**config.mk**
```make
export PLATFORM = sky130hd
export DESIGN_NAME = pmc_top
export DESIGN_NICKNAME = d
export VERILOG_FILES = /design/src/rtl/pmc_pkg.sv /design/src/rtl/pmc_top.sv
export SDC_FILE = /design/constraint.sdc
export NUM_CORES = 1
export LEC_CHECK = 0
export ABC_AREA = 1
export BUFFER_PORTS_ARGS = -buffer_cell sky130_fd_sc_hd__buf_2
export CELL_PAD_IN_SITES_DETAIL_PLACEMENT = 2
export CELL_PAD_IN_SITES_GLOBAL_PLACEMENT = 2
export CORE_ASPECT_RATIO = 0.6
export CORE_MARGIN = 1
export CORE_UTILIZATION = 31
export CTS_CLUSTER_SIZE = 40
export DETAILED_ROUTE_END_ITERATION = 16
export PLACE_DENSITY = 0.93
export SLEW_MARGIN = 5
export SYNTH_ARGS = -nofsm -noshare
export SYNTH_HDL_FRONTEND = slang
export SYNTH_SLANG_ARGS = --single-unit
export TNS_END_PERCENT = 50
```
**constraint.sdc**
```tcl
create_clock -name clk_i -period 3.6 [get_ports clk_i]
set_input_delay 0.72 -clock clk_i [delete_from_list [all_inputs] [get_ports clk_i]]
set_output_delay 0.72 -clock clk_i [all_outputs]
set_load 0.01 [all_outputs]
```
**src/rtl/pmc_pkg.sv**
```systemverilog
// Constants, types and register map of the power mode and clock divider block.
// Assumes a classic Wishbone slave with 8-bit byte addresses and 32-bit data.
package pmc_pkg;
  // Register byte offsets
  localparam logic [7:0] OFS_PLL_CTRL = 8'h00;
  localparam logic [7:0] OFS_DIVIDER  = 8'h04;
  localparam logic [7:0] OFS_REGULAT  = 8'h08;
  localparam logic [7:0] OFS_AMG_CTRL = 8'h0C;
  localparam logic [7:0] OFS_WAKE_EN  = 8'h10;
  localparam logic [7:0] OFS_STATUS   = 8'h14;
  // Field positions
  localparam int PC_BYP     = 0;
  localparam int PC_OFF     = 1;
  localparam int PC_MUL_LSB = 8;
  localparam int PC_CMD_LSB = 16;
  localparam int DV_SYS_LSB = 0;
  localparam int DV_COR_LSB = 4;
  localparam int AM_SYSCLK_OUTPUT_PIN  = 0;
  localparam int ST_PLL_EN  = 4;
  localparam int ST_BYP     = 5;
  // Reset values, multiplier limit and regulator step
  localparam logic [7:0] MUL_RST = 8'h10;
  localparam logic [7:0] MUL_MAX = 8'h80;
  localparam logic [3:0] SYS_RST = 4'h4;
  localparam logic [1:0] COR_RST = 2'h0;
  localparam logic [7:0] VLV_RST = 8'h10;
  localparam int VR_STEP_MV = 50;
  // Wake source bit positions
  localparam int WAKE_N = 8;
  localparam int WK_RTC = 6;
  localparam int WK_RST = 7;
  // Hardware reset sequence length in clocks
  localparam logic [4:0] RST_SEQ_LEN = 5'h10;
  // Mode commands
  localparam logic [1:0] CMD_SLEEP = 2'h1;
  localparam logic [1:0] CMD_DEEP  = 2'h2;
  localparam logic [1:0] CMD_HIB   = 2'h3;
  typedef enum logic [2:0] {PM_FULL_ON, PM_ACTIVE, PM_SLEEP, PM_DEEP, PM_HIB} pmc_mode_t;
  typedef struct packed {
    logic core_tick;
    logic sys_tick;
    logic pll_en;
    logic pll_byp;
  } pmc_clk_t;
endpackage

```
**src/rtl/pmc_top.sv**
```systemverilog
// Power mode sequencer and core/system clock dividers with Wishbone registers.
// Assumes clk_i is the PLL output; clock outputs are one-cycle enables.
// Summary of operation
// Deep sleep stops core and system clock enables.
// Deep sleep blocks asynchronous peripherals from internal resources.
// Deep sleep ends only on reset pin or RTC interrupt.
// RTC interrupt in deep sleep enters active mode with PLL bypassed.
// Reset pin in deep sleep enters full-on mode.
// Hibernate removes core supply and both clocks.
// Hibernate puts all external pins into high impedance.
// Hibernate wakes on CAN, media, keypad, counter, USB, GPIO, RTC, reset.
// Any hibernate wake runs the full hardware reset sequence.
// Only regulator register survives hibernate; all others reset.
// Regulator register sets core voltage in 50 mV steps.
// PLL multiplier from 0.5x to 64x, default 8x.
// Clock output pin carries system clock, enabled by control bit.
// System divider 1 to 15, default 4.
// System divider value is the ratio directly.
// New system divider applies at run time without relock wait.
// Core divider 00/01/10/11 gives 1/2/4/8, default 1.
// Software keeps system clock below its maximum.
// Active mode runs core and system clocks at input clock.
// Sleep wake goes to active if bypassed, else full-on.
// System divider value zero is ignored.
// Divider changes switch only at divided clock boundaries.
//
// The placing of the registers and the Wishbone interface to the registers were decided locally.
`timescale 1ns/1ps
module pmc_top
  import pmc_pkg::*;
(
  // Clock and reset
  input  wire logic              clk_i,
  input  wire logic              rst_i,
  // Wishbone slave
  input  wire logic              wb_cyc_i,
  input  wire logic              wb_stb_i,
  input  wire logic              wb_we_i,
  input  wire logic [7:0]        wb_adr_i,
  input  wire logic [3:0]        wb_sel_i,
  input  wire logic [31:0]       wb_dat_i,
  output logic      [31:0]       wb_dat_o,
  output logic                   wb_ack_o,
  // Pins
  input  wire logic              input_clock_i,
  input  wire logic [WAKE_N-1:0] wake_i,
  output logic                   sysclk_output_pin_o,
  output logic                   sysclk_output_pin_oe_n_o,
  // Power and clock control
  output pmc_clk_t               clk_o,
  output logic      [7:0]        pll_mult_o,
  output logic      [7:0]        core_vlevel_o,
  output logic                   core_supply_en_o,
  output logic                   periph_block_o,
  output logic                   pins_hiz_o,
  output logic                   sys_reset_o
);

  function automatic logic [31:0] merge(input logic [31:0] old, input logic [31:0] nw,
                                        input logic [3:0] s);
    logic [31:0] m;
    m = {{8{s[3]}}, {8{s[2]}}, {8{s[1]}}, {8{s[0]}}};
    return (old & ~m) | (nw & m);
  endfunction

  // Pin synchronisers
  logic [WAKE_N:0]   s1_q;
  logic [WAKE_N:0]   s2_q;
  logic              inclk_q;
  logic [WAKE_N-1:0] wake_s;
  logic              in_tick;

  always_ff @(posedge clk_i) begin
    s1_q    <= {input_clock_i, wake_i};
    s2_q    <= s1_q;
    inclk_q <= s2_q[WAKE_N];
  end
  assign wake_s  = s2_q[WAKE_N-1:0];
  assign in_tick = s2_q[WAKE_N] & ~inclk_q;

  // Registers
  pmc_mode_t   mode_q, mode_d;
  logic        byp_q, off_q, am_q, ack_q;
  logic [7:0]  mul_q, vlvl_q, wen_q;
  logic [3:0]  sys_q, sys_act_q, sc_q;
  logic [1:0]  core_q, core_act_q;
  logic [2:0]  cc_q;
  logic [4:0]  seq_q;
  logic [31:0] dat_q;

  // Bus decode
  logic        req, acc, wr, seq_busy, srst, run;
  logic        hit_pc, hit_dv, hit_vr, hit_am, hit_we, hit_st;
  logic [31:0] pc_w, dv_w, vr_w, am_w, we_w, st_w, rdata;
  logic [31:0] pc_n, dv_n, vr_n, am_n, we_n;
  logic [1:0]  cmd;
  logic [7:0]  mul_n;
  logic [3:0]  sys_n;

  assign req    = wb_cyc_i & wb_stb_i;
  assign acc    = req & ~ack_q;
  // Writes commit on the edge where the master samples ack
  assign wr     = req & ack_q & wb_we_i;
  assign hit_pc = wb_adr_i == OFS_PLL_CTRL;
  assign hit_dv = wb_adr_i == OFS_DIVIDER;
  assign hit_vr = wb_adr_i == OFS_REGULAT;
  assign hit_am = wb_adr_i == OFS_AMG_CTRL;
  assign hit_we = wb_adr_i == OFS_WAKE_EN;
  assign hit_st = wb_adr_i == OFS_STATUS;

  assign pc_w = {16'h0000, mul_q, 6'h00, off_q, byp_q};
  assign dv_w = {26'h0000000, core_q, sys_q};
  assign vr_w = {24'h000000, vlvl_q};
  assign am_w = {31'h00000000, am_q};
  assign we_w = {24'h000000, wen_q};
  assign st_w = {26'h0000000, clk_o.pll_byp, clk_o.pll_en, 1'b0, mode_q};
  assign pc_n = merge(pc_w, wb_dat_i, wb_sel_i);
  assign dv_n = merge(dv_w, wb_dat_i, wb_sel_i);
  assign vr_n = merge(vr_w, wb_dat_i, wb_sel_i);
  assign am_n = merge(am_w, wb_dat_i, wb_sel_i);
  assign we_n = merge(we_w, wb_dat_i, wb_sel_i);
  assign cmd   = pc_n[PC_CMD_LSB +: 2];
  assign mul_n = pc_n[PC_MUL_LSB +: 8];
  assign sys_n = dv_n[DV_SYS_LSB +: 4];

  // Unmapped addresses read zero and are still acknowledged
  assign rdata = hit_pc ? pc_w : hit_dv ? dv_w : hit_vr ? vr_w :
                 hit_am ? am_w : hit_we ? we_w : hit_st ? st_w : 32'h00000000;

  always_ff @(posedge clk_i) begin
    if (rst_i) begin
      ack_q <= 1'b0;
      dat_q <= 32'h00000000;
    end else begin
      ack_q <= acc;
      if (acc) begin
        dat_q <= rdata;
      end
    end
  end
  assign wb_ack_o = ack_q;
  assign wb_dat_o = dat_q;

  // Hibernate wake reset sequence
  assign seq_busy = seq_q != 5'h00;
  assign srst     = rst_i | wake_s[WK_RST] | seq_busy;
  always_ff @(posedge clk_i) begin
    if (rst_i) begin
      seq_q <= 5'h00;
    end else if (mode_q == PM_HIB && |wake_s) begin
      seq_q <= RST_SEQ_LEN;
    end else if (seq_busy) begin
      seq_q <= seq_q - 5'h01;
    end
  end

  // Mode sequencer
  assign run = mode_q == PM_FULL_ON || mode_q == PM_ACTIVE;
  always_comb begin
    mode_d = mode_q;
    unique case (mode_q)
      PM_FULL_ON, PM_ACTIVE: begin
        mode_d = byp_q ? PM_ACTIVE : PM_FULL_ON;
        if (wr && hit_pc) begin
          if (cmd == CMD_SLEEP) mode_d = PM_SLEEP;
          if (cmd == CMD_DEEP) mode_d = PM_DEEP;
          if (cmd == CMD_HIB) mode_d = PM_HIB;
        end
      end
      PM_SLEEP: begin
        if (|(wake_s[WK_RTC:0] & wen_q[WK_RTC:0])) begin
          mode_d = byp_q ? PM_ACTIVE : PM_FULL_ON;
        end
      end
      PM_DEEP: begin
        if (wake_s[WK_RTC]) mode_d = PM_ACTIVE;
      end
      PM_HIB: mode_d = PM_HIB;
    endcase
  end

  // All but the regulator register are cleared by the wake reset
  always_ff @(posedge clk_i) begin
    if (srst) begin
      mode_q <= PM_FULL_ON;
      byp_q  <= 1'b0;
      off_q  <= 1'b0;
      mul_q  <= MUL_RST;
      sys_q  <= SYS_RST;
      core_q <= COR_RST;
      am_q   <= 1'b0;
      wen_q  <= 8'h00;
    end else begin
      mode_q <= mode_d;
      if (wr && hit_pc && run) begin
        off_q <= pc_n[PC_OFF];
        byp_q <= pc_n[PC_BYP];
        if (mul_n != 8'h00 && mul_n <= MUL_MAX) mul_q <= mul_n;
      end
      if (wr && hit_dv) begin
        if (sys_n != 4'h0) sys_q <= sys_n;
        core_q <= dv_n[DV_COR_LSB +: 2];
      end
      if (wr && hit_am) am_q <= am_n[AM_SYSCLK_OUTPUT_PIN];
      if (wr && hit_we) wen_q <= we_n[WAKE_N-1:0];
      // Hardware bypass set wins over software
      if (mode_q == PM_DEEP && wake_s[WK_RTC]) byp_q <= 1'b1;
    end
  end

  always_ff @(posedge clk_i) begin
    if (rst_i) begin
      vlvl_q <= VLV_RST;
    end else if (wr && hit_vr) begin
      vlvl_q <= vr_n[7:0];
    end
  end

  // Dividers; a new ratio is taken only on wrap so no pulse is cut short
  logic sc_wrap, cc_wrap, core_en, sys_en, pll_en;
  logic [3:0] sys_half;
  assign sc_wrap  = sc_q == sys_act_q - 4'h1;
  assign cc_wrap  = cc_q == 3'((4'h1 << core_act_q) - 4'h1);
  assign sys_half = 4'((5'(sys_act_q) + 5'h01) >> 1);
  assign core_en  = run;
  assign sys_en   = run || mode_q == PM_SLEEP;
  assign pll_en   = (run || mode_q == PM_SLEEP) && !(mode_q == PM_ACTIVE && off_q);

  always_ff @(posedge clk_i) begin
    if (srst) begin
      sc_q       <= 4'h0;
      cc_q       <= 3'h0;
      sys_act_q  <= SYS_RST;
      core_act_q <= COR_RST;
    end else begin
      sc_q <= sc_wrap ? 4'h0 : sc_q + 4'h1;
      cc_q <= cc_wrap ? 3'h0 : cc_q + 3'h1;
      if (sc_wrap) sys_act_q <= sys_q;
      if (cc_wrap) core_act_q <= core_q;
    end
  end

  // Registered outputs
  always_ff @(posedge clk_i) begin
    if (rst_i) begin
      clk_o            <= '0;
      sysclk_output_pin_o         <= 1'b0;
      sysclk_output_pin_oe_n_o    <= 1'b1;
      core_supply_en_o <= 1'b1;
      periph_block_o   <= 1'b0;
      pins_hiz_o       <= 1'b0;
      sys_reset_o      <= 1'b1;
    end else begin
      clk_o.core_tick  <= core_en && (byp_q ? in_tick : cc_wrap);
      clk_o.sys_tick   <= sys_en && (byp_q ? in_tick : sc_wrap);
      clk_o.pll_en     <= pll_en;
      clk_o.pll_byp    <= byp_q;
      // Divide by one cannot be shown at pin rate and reads as high
      sysclk_output_pin_o         <= sys_en && (byp_q ? s2_q[WAKE_N] : sc_q < sys_half);
      sysclk_output_pin_oe_n_o    <= !(am_q && mode_q != PM_HIB);
      core_supply_en_o <= mode_q != PM_HIB;
      periph_block_o   <= mode_q == PM_DEEP || mode_q == PM_HIB;
      pins_hiz_o       <= mode_q == PM_HIB;
      sys_reset_o      <= srst;
    end
  end
  assign pll_mult_o    = mul_q;
  assign core_vlevel_o = vlvl_q;
endmodule

```
# Word level (Yosys, flattened, before mapping)

Index checks and enable logic that the tools add are counted.

Reduce and logical (&&, ||, !) cells: 36
Add/sub/neg operators: 6
Mux-type cells: 21
Bitwise gates (word level): 22
Order comparisons: 2
Shift operators: 1
Eq/ne operators: 17

Operators with widths:

| cell                                                  | count |
|---|---|
| two-way mux 8 bit                                     | 4 |
| bitwise AND 16 x 18 -> 18 bit                         | 1 |
| bitwise AND 18 bit                                    | 1 |
| NOT 18 bit                                            | 1 |
| OR 18 bit                                             | 1 |
| bitwise AND 8 bit                                     | 2 |
| == test 8 x 4 -> 1 bit, second input constant         | 2 |
| == test 8 x 5 -> 1 bit, second input constant         | 2 |
| two-way mux 16 bit                                    | 1 |
| OR 8 bit                                              | 2 |
| logical AND 1 bit                                     | 15 |
| two-way mux 3 bit                                     | 5 |
| one-hot mux 3 bit (4 select lines)                    | 1 |
| two-way mux 5 bit                                     | 2 |
| == test 8 x 3 -> 1 bit, second input constant         | 1 |
| less-or-equal comparator 8 bit, second input constant | 1 |
| zero test 8 bit                                       | 1 |
| nonzero test 8 bit                                    | 1 |
| OR reduction 2 bit                                    | 4 |
| OR reduction 8 bit                                    | 1 |
| bitwise AND 7 bit                                     | 1 |
| OR reduction 7 bit                                    | 1 |
| bitwise AND 1 bit                                     | 6 |
| bitwise AND 6 bit                                     | 1 |
| 30 further kinds                                      | 47 |

Output and inout port bits: 59
Input bits: 58
Word-level logic and storage cells: 135
Register bits after elaboration: 116

# Depth between registers and ports, before layout

Depth in word-level cells: 9
Mapped depth: 12
Gate-level depth less buffers: 11

# Worst setup path after synthesis

OpenSTA, ideal clock, no wires.

Path kind: input -> register
Start point: input port wb_adr_i[1]
End point: register mul_q[4] (netlist: pll_mult_o[4])
Cell stages on the path: 8
Setup slack: 1.783 ns
Arrival time: 1.694 ns
Library setup time: 0.123 ns
Data required time: 3.477 ns
Path buffers: 0
Cells stage by stage: nor2_1 -> nand2_2 -> nor2_4 -> nand3_2 -> nor2_2 -> nand2_2 -> nand2_1 -> nand3_1

Longest elaborated chain between the ends: 4

Ends and longest elaborated chain:

| what                                 | line           | RTL |
|---|---|---|
| start: declaration                   | pmc_top.sv:39  | `input wire logic [7:0] wb_adr_i,` |
| zero test 8 bit                      | pmc_top.sv:104 | `assign hit_pc = wb_adr_i == OFS_PLL_CTRL;` |
| logical AND 1 bit (2 in series)      | pmc_top.sv:195 | `if (wr && hit_pc && run) begin` |
| AND reduction 2 bit (no source line) | -              |  |
| end signal: assignment               | pmc_top.sv:198 | `if (mul_n != 8'h00 && mul_n <= MUL_MAX) mul_q <= mul_n;` |
| end: declaration                     | pmc_top.sv:84  | `logic [7:0] mul_q, vlvl_q, wen_q;` |

Every way passes these cells.
A chain may end at the register's enable or synchronous reset.

# Final worst setup path

Start point: input port wb_cyc_i
End point: register dat_q[2] (netlist: wb_dat_o[2])

Longest elaborated chain between the ends: 2

Ends and longest elaborated chain:

| what                   | line           | RTL |
|---|---|---|
| start: declaration     | pmc_top.sv:36  | `input wire logic wb_cyc_i,` |
| bitwise AND 1 bit      | pmc_top.sv:100 | `assign req = wb_cyc_i & wb_stb_i;` |
| bitwise AND 1 bit      | pmc_top.sv:101 | `assign acc = req & ~ack_q;` |
| end signal: assignment | pmc_top.sv:137 | `dat_q <= rdata;` |
| end: declaration       | pmc_top.sv:89  | `logic [31:0] dat_q;` |

Every way passes these cells.

==> metrics.yaml <==
hpwlAfterDp_um: 12800
finalSetupTns_ns: 0
min_delay_worst_endpoint: "s2_q[8]"
start_util_pct: 31.9
regArea_um2: 2000
drv_cap: 0
final_common_cell: "nand2_1"
drt_iter0_markers: 246
cp_max_fo: 21
routedWlPerCell_um: 20.1
grt_pass1_wl_um: 29100
final.setup_skew_ns: 0.0139
min_period_ns: 2.42
clk_latency_ns: 0.37
io_buffers: 85
drive_gt1_share_pct: 18.6
die_area_um2: 15500
track_usage_pct: 24.7
area_delta_synth_final_pct: 17.8
finalHoldViolCount: 0
netlist_area_um2: 4660
place.gp.congestion: 0.863
synth_edf_count: 0
dr.pass1.iters: 4
reg2regPathDepth: 11
final-instance-count-excl-fill: 918
yosysWarnings: 0
dominantRegCellSynth: "dfxtp_1"
netlist.area_leader.share_pct: 43.0
synth_top_area_cell: "dfxtp_1"
r2r_start: "seq_q[0]"
dpl.cell_count: 901
worstPathRequired_ns: 3.89
clk_path_buf_depth: 2
hold_depth: 0
path_clk_slew_ns: 0.08
grt_max_degree: 23
async_flop_share_pct: 0
grt_pass1_vias: 5232
power_density_nw_per_um2: 462
final_nets: 782
hp-start: "s1_q[8]"
syn_avg_cell_area_um2: 7.36
rsz0062_at_grt: "false"
post_cts_buffers: 0
nFillCells: 1734
core_um2: 14600
setup.worst_path.class: "in -> reg"
cts_sinks: 100
max_freq_ghz: 0.413
numCtsBuffers: 9
multi_input_comb_area_um2: 2210
finalSetupViolCount: 0
yosys-top-cells-area: "dfxtp_1, nand2_1, nor2_1"
ctsResizeCount: 0
drc: 0
num_io_pins: 117
syn_inst: 633
vias: 4653
critPathArrivalTime_ns: 2.71
fin_crit_sh_pct: 67.3
postCtsHoldBufs: 0
ant_nets: 0
antenna_found_initial: 1
crit_path_end_kind: "flip-flop"
cts_tree: "yes"
postPlaceCellArea_um2: 5180
overflow: 0
synth.distinct_cells: 39
final_cell_mix: "nand2_1, dfxtp_1, buf_2"
ir_drop_v: 0.000213
p_leak_nw: 2.49
die_x_um: 160
rrSetupSlack_ns: 1.33
ctsRootBufferMaster: "clkbuf_16"
tightest_slew_ns: 0.709
ys_seq_area_share_pct: 43.0
chipHeight_um: 96.9
final_area_um2: 5480
num_rows: 34
hp-class: "reg -> reg"
htreeDepth: 3
start_kind: "primary input"
drt_wl_total_um: 18500
slew_headroom_pct: 52.6
synth-seq-cells: 100
drv_slew: 0
routed_via_density: 5.07
status: "finished clean"
-- through the flow --
stage	hold slack, ns	setup slack [ns]	utilization, %	total power [W]
2_1_floorplan	0.310	1.78	-	0.00143
6_report	0.332	1.18	37.6	0.00253
5_1_grt	0.338	1.08	37.6	0.00263
4_1_cts	0.333	1.23	37.6	0.00255
3_3_place_gp	0.314	1.13	35.5	0.00150
3_5_place_dp	0.315	0.960	35.5	0.00154
-- cells by family (layout without fill, tap and decap cells) --
kind of cell / count (synthesis) / count (layout) / share of synthesized area, %
AND/OR/NAND/NOR: 304 / 304 / 28.7
buffers and inverters: 106 / 177 / 10.7
flip-flops: 100 / 100 / 43.0
AO/OA/AOI/OAI: 99 / 99 / 12.3
XOR/XNOR: 13 / 13 / 2.45
adder cells (fa/ha/maj): 10 / 10 / 2.69
other: 1 / 17 / 0.0805
-- where the power goes --
part / leakage (nW) / internal [W] / switching [W] / total (W)
combinational: 1.52 / 0.000109 / 0.000237 / 0.000346
clock: 0.149 / 0.000497 / 0.000516 / 0.00101
sequential: 0.816 / 0.00115 / 0.0000270 / 0.00117
-- final cells by class --
| cell class | count | share of cell area [%] |
|---|---|---|
| repair buffers | 87 | 8.03 |
| inverters | 74 | 5.07 |
| flip-flops and latches | 100 | 36.5 |
| well taps | 198 | 4.52 |
| diodes | 1 | 0.0456 |
| clock inverters | 7 | 1.39 |
| clock buffers | 9 | 4.11 |
| multi-input cells | 442 | 40.3 |
-- worst max-delay path by stage --
stage | startpoint | depth (start not counted) | endpoint
after floorplan | wb_adr_i[1] | 8 | pll_mult_o[4]
after global placement | wb_cyc_i | 10 | wb_dat_o[2]
after detailed placement | wb_cyc_i | 10 | wb_dat_o[2]
after CTS | wb_stb_i | 10 | wb_dat_o[2]
after global routing | seq_q[0] | 11 | flip-flop
final | wb_cyc_i | 10 | wb_dat_o[2]
-- cells in the mapped netlist, types with 6 or more instances --
cell and n:
nand2_1 154, dfxtp_1 100, nor2_1 76, inv_1 68, a21oi_1 42, nand3_1 35
o21ai_0 21, buf_4 20, a211oi_1 12, ha_1 10, o21ai_1 10, nor3_1 8
xnor2_1 8, clkbuf_1 6, inv_2 6, nand4_1 6, nor2_4 6, o211ai_1 6
-- critical path: stages --
cell and delay, ns:
buf_2 0.08, nand2_1 0.10, nor2_1 0.15, buf_4 0.31
inv_1 0.33, nor2_4 0.40, inv_1 0.19, a21oi_1 0.18
nand2_1 0.09, a21oi_1 0.14
-- routing by layer --
layer / GRT usage, % / up-vias / share of wire [%] / wire (um)
li1: - / 2164 / - / -
met3: 4.89 / 32 / 4.2 / 784
met2: 42.5 / 129 / 49 / 9060
met1: 30.3 / 2328 / 44 / 8200
met4: 9.82 / 0 / 2.4 / 450
met5: 0 / - / 0 / 0
Power figures use the tool's default switching activity.
